--- src/hw/bgw_cfg.svh ---
// timing constants for the boot guard watchdog pair
`ifndef BGW_CFG_SVH
`define BGW_CFG_SVH

`define BGW_CLK_PERIOD_NS    10
`define BGW_TICK_PERIOD_US   1000
`define BGW_TICK_CYCLES      ((`BGW_TICK_PERIOD_US * 1000) / `BGW_CLK_PERIOD_NS)
`define BGW_SEL_TIMEOUT_S    10
`define BGW_SEL_TICKS        ((`BGW_SEL_TIMEOUT_S * 1000000) / `BGW_TICK_PERIOD_US)
`define BGW_PROG_TIMEOUT_MIN 12
`define BGW_PROG_TICKS       ((`BGW_PROG_TIMEOUT_MIN * 60 * 1000000) / `BGW_TICK_PERIOD_US)
`define BGW_NPROC            8

`endif

--- src/hw/bgw_pkg.sv ---
// types shared by the boot guard watchdog modules
`default_nettype none
package bgw_pkg;
	typedef enum logic [2:0] {
		BGW_IDLE = 3'h1,
		BGW_RUN  = 3'h2,
		BGW_FIRE = 3'h4
	} bgw_tmr_state_t;
endpackage
`default_nettype wire

--- src/hw/bgw_top.sv ---
// boot guard: selection watchdog and progress watchdog with reset actions
`timescale 1ns/1ps
`default_nettype none
`include "bgw_cfg.svh"
module bgw_top import bgw_pkg::*; #(
	parameter int unsigned TICK_CYCLES = `BGW_TICK_CYCLES,
	parameter int unsigned SEL_TICKS   = `BGW_SEL_TICKS,
	parameter int unsigned PROG_TICKS  = `BGW_PROG_TICKS,
	parameter int unsigned NPROC       = `BGW_NPROC,
	parameter int unsigned IDW         = $clog2(NPROC)
) (
	// clock and hard reset
	input  wire logic             core_clk_i,
	input  wire logic             reset_i,
	// firmware controls, one-cycle pulses
	input  wire logic             sel_disable_i,
	input  wire logic             prog_enable_i,
	input  wire logic             prog_disable_i,
	input  wire logic             fail_ack_i,
	// identity of the processor currently acting as boot processor
	input  wire logic [IDW-1:0]   boot_proc_id_i,
	// reset actions, one-cycle pulses
	output logic                  sys_reset_o,
	output logic                  async_reset_o,
	// processor disable mask, sticky until hard reset
	output logic [NPROC-1:0]      proc_disable_o,
	// status for firmware
	output logic                  sel_running_o,
	output logic                  prog_running_o,
	output logic                  sel_fail_o,
	output logic                  prog_fail_o
);

	localparam int unsigned PW  = (TICK_CYCLES > 1) ? $clog2(TICK_CYCLES) : 1;
	localparam int unsigned SCW = $clog2(SEL_TICKS + 1);
	localparam int unsigned PCW = $clog2(PROG_TICKS + 1);

	if (TICK_CYCLES < 2 || SEL_TICKS < 1 || PROG_TICKS < 1 || NPROC < 2) begin : g_chk
		$error("bgw_top: parameter values out of range");
	end

	logic [PW-1:0]  pre_r;
	logic           tick_r;
	logic           sel_start_r;
	logic           sel_run_w;
	logic           sel_exp_w;
	logic [SCW-1:0] sel_cnt_w;
	logic           prog_run_w;
	logic           prog_exp_w;
	logic [PCW-1:0] prog_cnt_w;

	// free-running time base, one tick per period
	always_ff @(posedge core_clk_i or posedge reset_i) begin
		if (reset_i) begin
			pre_r  <= '0;
			tick_r <= 1'b0;
		end else begin
			if (pre_r == PW'(TICK_CYCLES - 1)) begin
				pre_r  <= '0;
				tick_r <= 1'b1;
			end else begin
				pre_r  <= pre_r + 1'b1;
				tick_r <= 1'b0;
			end
		end
	end

	// selection guard re-arms whenever the system leaves a reset
	always_ff @(posedge core_clk_i or posedge reset_i) begin
		if (reset_i) begin
			sel_start_r <= 1'b1;
		end else begin
			sel_start_r <= sel_exp_w || prog_exp_w;
		end
	end

	// two separate timer instances share the time base; a progress expiry also re-arms the selection timer
	bgw_timer #(
		.LIMIT     (SEL_TICKS),
		.CW        (SCW)
	) u_sel (
		.core_clk_i(core_clk_i),
		.reset_i   (reset_i),
		.tick_i    (tick_r),
		.start_i   (sel_start_r),
		.stop_i    (sel_disable_i),
		.running_o (sel_run_w),
		.expire_o  (sel_exp_w),
		.count_o   (sel_cnt_w)
	);

	bgw_timer #(
		.LIMIT     (PROG_TICKS),
		.CW        (PCW)
	) u_prog (
		.core_clk_i(core_clk_i),
		.reset_i   (reset_i),
		.tick_i    (tick_r),
		.start_i   (prog_enable_i),
		.stop_i    (prog_disable_i || prog_exp_w),
		.running_o (prog_run_w),
		.expire_o  (prog_exp_w),
		.count_o   (prog_cnt_w)
	);

	// reset pulses; expire is a single-cycle state, so each fires once
	always_ff @(posedge core_clk_i or posedge reset_i) begin
		if (reset_i) begin
			sys_reset_o   <= 1'b0;
			async_reset_o <= 1'b0;
		end else begin
			sys_reset_o   <= sel_exp_w;
			async_reset_o <= prog_exp_w;
		end
	end

	// only the selection expiry marks the boot processor as failed
	for (genvar i = 0; i < NPROC; i++) begin : g_proc
		always_ff @(posedge core_clk_i or posedge reset_i) begin
			if (reset_i) begin
				proc_disable_o[i] <= 1'b0;
			end else if (sel_exp_w && boot_proc_id_i == IDW'(i)) begin
				proc_disable_o[i] <= 1'b1;
			end
		end
	end

	// failure flags for reporting on the next boot; set wins over ack
	always_ff @(posedge core_clk_i or posedge reset_i) begin
		if (reset_i) begin
			sel_fail_o  <= 1'b0;
			prog_fail_o <= 1'b0;
		end else begin
			sel_fail_o  <= sel_exp_w || (sel_fail_o && !fail_ack_i);
			prog_fail_o <= prog_exp_w || (prog_fail_o && !fail_ack_i);
		end
	end

	always_ff @(posedge core_clk_i or posedge reset_i) begin
		if (reset_i) begin
			sel_running_o  <= 1'b0;
			prog_running_o <= 1'b0;
		end else begin
			sel_running_o  <= sel_run_w;
			prog_running_o <= prog_run_w;
		end
	end
endmodule
`default_nettype wire

--- src/hw/bgw_timer.sv ---
// one watchdog: counts time base ticks from start, fires once at the limit
`timescale 1ns/1ps
`default_nettype none
module bgw_timer import bgw_pkg::*; #(
	parameter int unsigned LIMIT = 10,
	parameter int unsigned CW    = $clog2(LIMIT + 1)
) (
	// clock and reset
	input  wire logic          core_clk_i,
	input  wire logic          reset_i,
	// control
	input  wire logic          tick_i,
	input  wire logic          start_i,
	input  wire logic          stop_i,
	// status
	output logic               running_o,
	output logic               expire_o,
	output logic [CW-1:0]      count_o
);

	if (LIMIT < 1 || CW < $clog2(LIMIT + 1)) begin : g_chk
		$error("bgw_timer: LIMIT below one or CW too narrow for it");
	end

	bgw_tmr_state_t state_r;
	logic [CW-1:0]  cnt_r;

	// stop outranks the final tick, so a late disable still cancels expiry
	always_ff @(posedge core_clk_i or posedge reset_i) begin
		if (reset_i) begin
			state_r <= BGW_IDLE;
			cnt_r   <= '0;
		end else begin
			case (state_r)
				BGW_IDLE: begin
					if (start_i && !stop_i) begin
						state_r <= BGW_RUN;
						cnt_r   <= '0;
					end
				end
				BGW_RUN: begin
					if (stop_i) begin
						state_r <= BGW_IDLE;
					end else if (start_i) begin
						cnt_r <= '0;
					end else if (tick_i) begin
						cnt_r <= cnt_r + 1'b1;
						if (cnt_r == CW'(LIMIT - 1)) begin
							state_r <= BGW_FIRE;
						end
					end
				end
				BGW_FIRE: begin
					state_r <= BGW_IDLE;
				end
				default: begin
					state_r <= BGW_IDLE;
				end
			endcase
		end
	end

	assign running_o = (state_r == BGW_RUN);
	assign expire_o  = (state_r == BGW_FIRE);
	assign count_o   = cnt_r;

endmodule
`default_nettype wire

--- config.mk ---
export PLATFORM = sky130hd
export DESIGN_NAME = bgw_top
export DESIGN_NICKNAME = d
export VERILOG_FILES = /design/src/hw/bgw_pkg.sv /design/src/hw/bgw_top.sv /design/src/hw/bgw_timer.sv
export VERILOG_INCLUDE_DIRS = /design/src /design/src/hw
export SDC_FILE = /design/constraint.sdc
export NUM_CORES = 1
export LEC_CHECK = 0
export BUFFER_PORTS_ARGS = -buffer_cell sky130_fd_sc_hd__buf_2
export CAP_MARGIN = 20
export CORE_ASPECT_RATIO = 0.75
export CORE_MARGIN = 2
export CORE_UTILIZATION = 45
export CTS_CLUSTER_SIZE = 25
export DETAILED_ROUTE_END_ITERATION = 10
export SYNTH_ARGS = -nofsm -noshare
export SYNTH_HDL_FRONTEND = slang
export SYNTH_SLANG_ARGS = --single-unit
--- constraint.sdc ---
create_clock -name core_clk_i -period 2.9 [get_ports core_clk_i]
set_input_delay 0 -clock core_clk_i [delete_from_list [all_inputs] [get_ports core_clk_i]]
set_output_delay 0 -clock core_clk_i [all_outputs]
set_load 0.02 [all_outputs]
==> flow_metrics.tcl, run 1 <==
set metrics [dict create \
    r2r_setup_slack_ps 870 \
    period_share_pct 70.2 \
    p_switching_w 0.000469 \
    required_ps 3180 \
    register_area_um2 1830 \
    synth_top_family_by_area "simple AND/OR/NAND/NOR gates" \
    synthTopCellsByArea "dfrtp_1 (47%), nand2_1 (4.0%), nand3_1 (3.3%)" \
    cp.arrival_ps 2320 \
    criticalPathCategory "register to register" \
    detail_route.wirelength_um 8080 \
    ant_nets 0 \
    status "complete, no violations" \
    synth_cell_types 57 \
    synth-compound-area-share_pct 13.7 \
    power.share.clock_pct 38.3 \
    rows 28 \
    overflow 0 \
    grt_pass1_vias 2792 \
    min_path_type "input pin to register" \
    cp_cell_sequence "xor2_2, a22oi_2, buf_4, or4_1, o211ai_1" \
    dpl_worst_slack_ps 898 \
    synthSimpleGateAreaFrac_pct 27.7 \
    switching_share_pct 25.1 \
    wl_met2_um 3360 \
    placed_area_um2 3970 \
    holdWs_ps 24.3 \
    die_w_um 110 \
    synth_adder_area_share_pct 0.999 \
    synthMuxAreaShare_pct 2.13 \
    drc_errors 0 \
    syn_nets 397 \
    wl_per_cell_um 15.5 \
    met1_length_um 4220 \
    slew_viol_final 0 \
    fin_worst_skew_ps 9.52 \
    dpl.hpwl_um 5350 \
    cpMaxStageDelayCell "dfstp_2" \
    yosys.area.top_type "dfrtp_1" \
    grt_pass1_wl_um 13600 \
    synth_flop_cell "dfrtp_1" \
    clockRootBuffer "clkbuf_8" \
    cts-buffers-inserted 9 \
    fillCellCount 735 \
    dp_cells 500 \
    gp_congestion 0.823 \
    comb_power_share_pct 5.6 \
    intPower_w 0.00140 \
    htree_num_levels 3 \
    ir_worst_vdd_mv 0.313 \
    via_count 3030 \
    routed.top_layer "met4" \
    cts.clk_slew.worst_paths_ps 80 \
    hold_violations 0 \
    clkLatencyLatePin_ps 360 \
    stdcell_count 523 \
    cp-end-kind "register" \
    fmax_mhz 491 \
    area_growth_pct 12.1 \
    synth_top_area_share_pct 46.6 \
    drive_above_1_share_pct 12.9 \
    start_kind "register" \
    core_region_area_um2 7990 \
    synth_warnings 0 \
    synth-seq-area-share_pct 48.7 \
    crit_fanout 30 \
    route.met3.wl_um 465 \
    initial_core_util_pct 47.1 \
    critPathMaxStageDelay_ps 640 \
    routed_via_density 5.79 \
    grt_max_degree 74 \
    multi_input_area_um2 1810 \
    grtUsageTotal_pct 19.0 \
    antenna_cells 0 \
    stdcell_area_um2 4210 \
    worst_slack_ps 865 \
    period_needed_ps 2030 \
    worst_pin_slew_ps 779 \
    clock_path_buffers 2 \
    leakagePower_nw 1.85 \
    synth_area_um2 3760 \
    cts_tree "yes" \
    pwr-share-seq_pct 56.1 \
    drt-initial-drc-count 184 \
    synth_cells 385 \
    die_h_um 83.2 \
    synth_xor_area_share_pct 3.70 \
    antenna_found_initial 0 \
    nNetsFinal 425 \
    io_pins 23 \
    setup_viol 0 \
    synth-async-reset-ratio_pct 100 \
    ys_ff_latch 73 \
    clock-sinks 73 \
    drtPass1Iterations 5 \
    synth_edf_count 0 \
    powerDensity_nw_per_um2 445 \
    max_cap_viol_count 0 \
    syn_avg_cell_area_um2 9.76 \
    slew-limit-headroom_pct 47.9 \
    dieArea_um2 9110 \
    final.setup.tns_ps 0 \
    io_buffers 22 \
    rsz0062_at_grt "false" \
]
==> synth_stat cells, drive strengths merged (3+ instances only) <==
cell type   n
ha          3
nor2b       6
nor2       23
a21oi      12
nand2      40
and2        6
o211ai      4
nor3b       3
o311ai      3
nand4      13
clkbuf     10
dfrtp      70
buf         5
o21ai      16
nor3        6
xor2       12
nand3      25
and4        5
nor4b       5
mux2i       8
inv        13
nor4        7
nand3b      3
a21o        8
dfstp       3
nand2b     10
a31oi       5
o31ai      14
and3        8
or3         5
xnor2       3
or4        13
==> registers in the layout, indices dropped and copies added, names as in the netlist, 3 cells and up <==
signal	flops
proc_disable_o	8
u_prog.state_r	3
u_sel.state_r	3
u_sel.count_o	14
u_prog.count_o	20
pre_r	17
==> power groups by stage <==
stage | sequential (W) | clock (W) | combinational, W
2_1_floorplan | 0.00107 | 0 | 0.0000694
3_3_place_gp | 0.00107 | 0 | 0.0000993
3_5_place_dp | 0.00107 | 0 | 0.000101
6_report | 0.00105 | 0.000717 | 0.000105
5_1_grt | 0.00105 | 0.000792 | 0.000119
4_1_cts | 0.00105 | 0.000747 | 0.000107
==> timing repair <==
action	4_1_cts	5_1_grt
hold endpoints to repair	81	0
hold buffers	7	0
resized for setup	0	0
setup buffers	0	0
==> through the flow <==
stage	total power (W)	utilization, %
3_5_place_dp	0.00117	49.7
6_report	0.00187	52.7
4_1_cts	0.00190	52.7
5_1_grt	0.00196	52.7
2_1_floorplan	0.00114	-
3_3_place_gp	0.00117	49.7
==> critical path: cells and delay by family (launching register included) <==
family / cells / cell delay, ps
buffers and inverters: 1 / 240
AOI/OAI and AO/OA: 2 / 280
and+or+nand+nor: 1 / 550
DFF: 1 / 640
xor gates and xnor gates: 1 / 250
==> routing by layer <==
metal	global-route usage (%)	up-vias
met5	0	-
met4	4.37	0
met3	6.99	4
met2	25.4	72
met1	29.0	1463
li1	-	1491
==> cells by family (layout without fill, tap and decap cells) <==
| logic type | after synthesis | count (layout) |
|---|---|---|
| AO/OA/AOI/OAI | 76 | 76 |
| buffers and inverters | 28 | 61 |
| multiplexers | 8 | 8 |
| adder cells (fa/ha/maj) | 3 | 3 |
| XOR/XNOR | 15 | 15 |
| AND/OR/NAND/NOR | 182 | 182 |
| flip-flops | 73 | 73 |
==> layout make-up <==
class | count | share of cell area [%]
flip-flops and latches | 73 | 43.5
multi-input cells | 284 | 43.0
repair buffers | 32 | 5.11
clock buffers | 12 | 3.45
well taps | 105 | 3.12
inverters | 13 | 1.16
clock inverters | 4 | 0.683
==> path summary, 6_finish.rpt <==
path | startpoint | endpoint | cells after the start
worst max-delay path | u_prog.state_r[0]$_DFFE_PP1P_ | u_prog.count_o[11]$_DFFE_PP0P_ | 5
worst min-delay path | boot_proc_id_i[2] | proc_disable_o[1]$_DFFE_PP0P_ | 3
worst max register to register | u_prog.state_r[0]$_DFFE_PP1P_ | u_prog.count_o[11]$_DFFE_PP0P_ | 5
worst min register to register | proc_disable_o[1]$_DFFE_PP0P_ | proc_disable_o[1]$_DFFE_PP0P_ | 1
max in group asynchronous | reset_i | u_sel.state_r[0]$_DFFE_PP1P_ | 4
min in group asynchronous | reset_i | proc_disable_o[4]$_DFFE_PP0P_ | 4
==> cells in the final DEF, fill, tap and decap left out, types with 10 or more instances in the layout <==
| cell type | Yosys | routed |
|---|---|---|
| a21oi_1 | 12 | 12 |
| nand4_1 | 13 | 13 |
| dfrtp_1 | 70 | 70 |
| nand2_1 | 40 | 40 |
| o21ai_0 | 16 | 16 |
| inv_1 | 13 | 12 |
| buf_2 | 2 | 22 |
| nand2b_1 | 10 | 10 |
| or4_1 | 13 | 13 |
| xor2_1 | 11 | 11 |
| nor2_1 | 23 | 23 |
| o31ai_1 | 14 | 14 |
| nand3_1 | 25 | 25 |
| clkbuf_8 | 0 | 10 |
Power figures use the tool's default switching activity.
==> run 2: changes to the inputs <==
==> constraint.sdc (replaced) <==
create_clock -name core_clk_i -period 1.82 [get_ports core_clk_i]
set_input_delay 0 -clock core_clk_i [delete_from_list [all_inputs] [get_ports core_clk_i]]
set_output_delay 0 -clock core_clk_i [all_outputs]
set_load 0.02 [all_outputs]
==> run 2 against run 1 <==
The flow now finishes with violations (negative setup slack). Sequential share of layout area down 5.5 points. Clock skew shrank 1.3 ps. Maximum frequency increased by 8.3%. Non-clock buffer count increased by 44. Clock power rose by 110%. Worst hold slack worse by 8.2 ps. Utilization up 7.7 points. Final area rose by 15%. Combinational power grew 140%. Final cell count rose by 8.4%. Critical path type unchanged. Critical endpoint is now u_prog.count_o[4]$_DFFE_PP0P_. Largest cell class is now multi-input combinational cells.
==> flow_metrics.tcl, run 2 (same netlist as run 1, synthesis figures left out) <==
set metrics [dict create \
    wl_per_cell_um 15.6 \
    r2r_end "u_prog.count_o[4]$_DFFE_PP0P_" \
    gp_congestion 0.867 \
    setup_viol 9 \
    grt_max_degree 31 \
    r2r_setup_slack_ps -60 \
    criticalPathCategory "register to register" \
    drive_above_1_share_pct 27.5 \
    period_share_pct 103 \
    worst_slack_ps -58.9 \
    worst_pin_slew_ps 593 \
    antenna_cells 0 \
    largest_register_ffs 20 \
    p_total_w 0.00339 \
    stdcell_count 567 \
    detail_route.wirelength_um 8850 \
    powerDensity_nw_per_um2 703 \
    clock_path_buffers 2 \
    nNetsFinal 469 \
    cp-end-kind "register" \
    fmax_mhz 532 \
    mostFrequentLayoutCells "dfrtp_1 (68), nand2_1 (40), buf_4 (40)" \
    whs_endpoint "proc_disable_o[1]$_DFFE_PP0P_" \
    routed_via_density 5.79 \
    crit_fanout 7 \
    cp.arrival_ps 2150 \
    fillCellCount 664 \
    leakagePower_nw 2.16 \
    ant_nets 0 \
    grt_pass1_wl_um 14700 \
    clock-sinks 73 \
    die_w_um 110 \
    start_kind "register" \
    io_buffers 22 \
    grt_pass1_vias 3011 \
    ir_worst_vdd_mv 0.583 \
    max_cap_viol_count 0 \
    clkLatencyLatePin_ps 360 \
    required_ps 2100 \
    overflow 0 \
    dp_cells 532 \
    via_count 3285 \
    holdWs_ps 16.1 \
    status "finished, violations left" \
    cts-buffers-inserted 9 \
    htree_num_levels 3 \
    violations "negative setup slack" \
    slew_viol_final 0 \
    holdPathStages 3 \
    dpl.hpwl_um 5970 \
    rr_startpoint "u_prog.state_r[0]$_DFFE_PP1P_" \
    slew-limit-headroom_pct 60.4 \
    antenna_found_initial 0 \
    rows 28 \
    final_common_cell "dfrtp_1" \
    hold_path.startpoint "boot_proc_id_i[2]" \
    drc_errors 0 \
    dieArea_um2 9110 \
    rr_worst_depth 5 \
    rsz0062_at_grt "true" \
    io_pins 23 \
    die_h_um 83.2 \
    core_region_area_um2 7990 \
    drt-initial-drc-count 237 \
    period_needed_ps 1880 \
    fin_worst_skew_ps 8.25 \
    initial_core_util_pct 47.1 \
    grtUsageTotal_pct 20.4 \
    hold_violations 0 \
    clockRootBuffer "clkbuf_8" \
    drtPass1Iterations 5 \
    cts_tree "yes" \
    area_growth_pct 28.3 \
    cts.clk_slew.worst_paths_ps 90 \
    min_path_type "input pin to register" \
]
## run 2: cell types whose count changed in the layout (fill, tap and decap cells not counted), sizes merged
cell and change:
buf +42, bufinv +2
## run 2: repair_timing
action                     4_1_cts  5_1_grt
pin swaps                        3       23
hold endpoints to repair        34        0
hold buffers                     7        0
buffers inserted                 1        8
gates cloned                     0        3
resized for setup                2       36
setup endpoints to repair        8       17
## run 2: layout make-up
class	count	area (um^2)	area share (%)
multi-input combinational	284	1970	40.9
sequential	73	1830	38.0
timing repair buffer	76	604	12.5
clock buffer	10	138	2.85
tap	105	131	2.72
clock inverter	6	90.1	1.87
inverter	13	52.6	1.09
## run 2: metrics by stage
stage	setup slack, ps	TNS (ps)	cell area, um^2	util (%)
after floorplan	2.48	0	3760	-
after global placement	20.8	0	4220	52.9
after detailed placement	-34.0	-90.1	4220	52.9
after CTS	-21.1	-87.3	4530	56.7
after global routing	-117	-1130	4820	60.4
final	-58.9	-285	4820	60.4
## run 2: how the worst max path moves through the flow
stage	depth (start not counted)	from	slack (ps)	to
floorplan	6	u_prog.state_r[0]$_DFFE_PP1P_	2	u_prog.count_o[10]$_DFFE_PP0P_
global placement	5	u_prog.state_r[2]$_DFFE_PP0P_	20	u_prog.count_o[10]$_DFFE_PP0P_
detailed placement	5	u_prog.state_r[1]$_DFFE_PP0P_	-30	u_prog.count_o[18]$_DFFE_PP0P_
CTS	5	u_prog.state_r[0]$_DFFE_PP1P_	-20	u_prog.count_o[14]$_DFFE_PP0P_
global route	6	u_prog.state_r[0]$_DFFE_PP1P_	-120	u_prog.count_o[5]$_DFFE_PP0P_
finish	5	u_prog.state_r[0]$_DFFE_PP1P_	-60	u_prog.count_o[4]$_DFFE_PP0P_
## run 2: metal layers
layer	wire, um	up-vias	GRT usage, %
li1	-	1572	-
met1	4480	1594	31.7
met2	3750	106	27.0
met3	472	13	5.65
met4	141	0	6.44
met5	0	-	0
## run 2: worst max-delay path: stages, from the launching register on
cell and delay (ps):
dfstp_2 600, xor2_2 180, a22oi_2 200, buf_12 190
or4_1 470, a21oi_1 150
## run 2: report_power, final
| group | switching (W) | internal [W] |
|---|---|---|
| sequential | 0.0000266 | 0.00164 |
| clock | 0.000652 | 0.000814 |
| combinational | 0.000141 | 0.000116 |
==> run 3: changes to the inputs <==
==> constraint.sdc (replaced) <==
create_clock -name core_clk_i -period 2 [get_ports core_clk_i]
set_input_delay 0 -clock core_clk_i [delete_from_list [all_inputs] [get_ports core_clk_i]]
set_output_delay 0 -clock core_clk_i [all_outputs]
set_load 0.02 [all_outputs]
==> run 3 against run 2 <==
The run now ends clean. Worst hold slack gained 6.1 ps. Register-to-register slack gained 180 ps. Maximum frequency grew 0.15%. First-iteration DRC count shrank 8.4%. Wire length shrank 4.8%. Non-clock buffer count shrank 27. Sequential share of layout area grew 4.2 points. Via count shrank 5.6%. Final area shrank 10%. Critical path depth is the same. Largest cell class is now registers.
==> flow_metrics.tcl, run 3 (same netlist as run 1, synthesis figures left out) <==
set metrics [dict create \
    max_cap_viol_count 0 \
    grt_pass1_wl_um 14400 \
    overflow 0 \
    status "complete, no violations" \
    rsz0062_at_grt "false" \
    critPathMaxStageDelay_ps 640 \
    fin_worst_skew_ps 9.72 \
    worst_slack_ps 124 \
    cp_cell_sequence "xor2_2, a22oi_2, buf_4, or4_1, a21oi_1" \
    io_pins 23 \
    ant_nets 0 \
    clock-sinks 73 \
    fmax_mhz 533 \
    antenna_found_initial 0 \
    die_h_um 83.2 \
    p_total_w 0.00271 \
    utilization_pct 54.3 \
    area_growth_pct 15.3 \
    wl_per_cell_um 15.6 \
    period_needed_ps 1880 \
    htree_num_levels 3 \
    post_cts_buffers 0 \
    ir_worst_vdd_mv 0.413 \
    die_w_um 110 \
    drive_above_1_share_pct 16.3 \
    routed_via_density 5.74 \
    crit_fanout 13 \
    register_area_um2 1830 \
    clockRootBuffer "clkbuf_8" \
    largest_register_ffs 20 \
    mostFrequentLayoutCells "dfrtp_1 (70), nand2_1 (40), nand3_1 (25)" \
    placed_area_um2 4100 \
    core_region_area_um2 7990 \
    setup_viol 0 \
    required_ps 2280 \
    cts.clk_slew.worst_paths_ps 80 \
    dieArea_um2 9110 \
    grtUsageTotal_pct 20.3 \
    stdcell_area_um2 4330 \
    powerDensity_nw_per_um2 625 \
    start_kind "register" \
    period_share_pct 93.8 \
    io_buffers 22 \
    criticalPathCategory "register to register" \
    grt_pass1_vias 2890 \
    clock_path_buffers 2 \
    fillCellCount 708 \
    antenna_cells 0 \
    initial_core_util_pct 47.1 \
    cts-buffers-inserted 9 \
    rows 28 \
    gp_congestion 0.855 \
    dpl_worst_slack_ps 149 \
    via_count 3102 \
    cp.arrival_ps 2160 \
    nNetsFinal 442 \
    worst_pin_slew_ps 535 \
    drtPass1Iterations 5 \
    detail_route.wirelength_um 8420 \
    dpl.hpwl_um 5850 \
    clkLatencyLatePin_ps 360 \
    final.setup.tns_ps 0 \
    cp-end-kind "register" \
    drc_errors 0 \
    drt-initial-drc-count 217 \
    grt_max_degree 52 \
    cpMaxStageDelayCell "dfstp_2" \
    cts_tree "yes" \
    min_path_type "input pin to register" \
    final_common_cell "dfrtp_1" \
    multi_input_area_um2 1810 \
    hold_violations 0 \
    leakagePower_nw 1.95 \
    slew-limit-headroom_pct 64.3 \
    slew_viol_final 0 \
]
-- run 3: layout make-up --
class,count,area share [%]
clock buffer,12,3.35
clock inverter,4,0.462
inverter,13,1.13
multi-input combinational,284,41.8
sequential,73,42.2
tap,105,3.03
timing repair buffer,49,8.00
-- run 3: through the flow --
| step | hold slack (ps) | cells |
|---|---|---|
| 5_1_grt | 22.8 | 540 |
| 3_3_place_gp | 63.6 | 517 |
| 2_1_floorplan | 96.4 | 385 |
| 3_5_place_dp | 72.3 | 517 |
| 4_1_cts | 2.70 | 540 |
| 6_report | 22.2 | 540 |
-- run 3: critical path, delay by kind of cell, from the launching register on --
| kind | cells | cell delay (ps) |
|---|---|---|
| flops | 1 | 640 |
| simple gates | 1 | 500 |
| compound gates | 2 | 260 |
| xor+xnor | 1 | 180 |
| buf+inv | 1 | 200 |
-- run 3: final timing paths --
check,from,end,slack [ps],cells past startpoint
worst min-delay path,boot_proc_id_i[2],proc_disable_o[1]$_DFFE_PP0P_,20,3
worst max-delay path,u_prog.state_r[0]$_DFFE_PP1P_,u_prog.count_o[5]$_DFFE_PP0P_,120,5
max in group asynchronous,reset_i,u_sel.state_r[0]$_DFFE_PP1P_,1070,4
min in group asynchronous,reset_i,proc_disable_o[0]$_DFFE_PP0P_,230,3
worst max register to register,u_prog.state_r[0]$_DFFE_PP1P_,u_prog.count_o[5]$_DFFE_PP0P_,120,5
worst min register to register,proc_disable_o[2]$_DFFE_PP0P_,proc_disable_o[2]$_DFFE_PP0P_,460,1
-- run 3: timing repair --
| action | 4_1_cts | 5_1_grt |
|---|---|---|
| endpoints found under the setup margin | 0 | 1 |
| hold buffers | 7 | 0 |
| hold endpoints to repair | 32 | 0 |
| gates resized for setup | 0 | 1 |
-- run 3: where the power goes --
part           switching, W  internal [W]
sequential        0.0000275       0.00150
combinational      0.000102     0.0000643
clock              0.000545      0.000477
-- run 3: per-layer routing --
| layer | vias up | part of all wire [%] | GRT usage (%) |
|---|---|---|---|
| met5 | - | 0 | 0 |
| met4 | 0 | 1.5 | 6.90 |
| met3 | 11 | 5.2 | 5.73 |
| met2 | 84 | 41 | 26.9 |
| met1 | 1499 | 53 | 31.5 |
| li1 | 1508 | - | - |
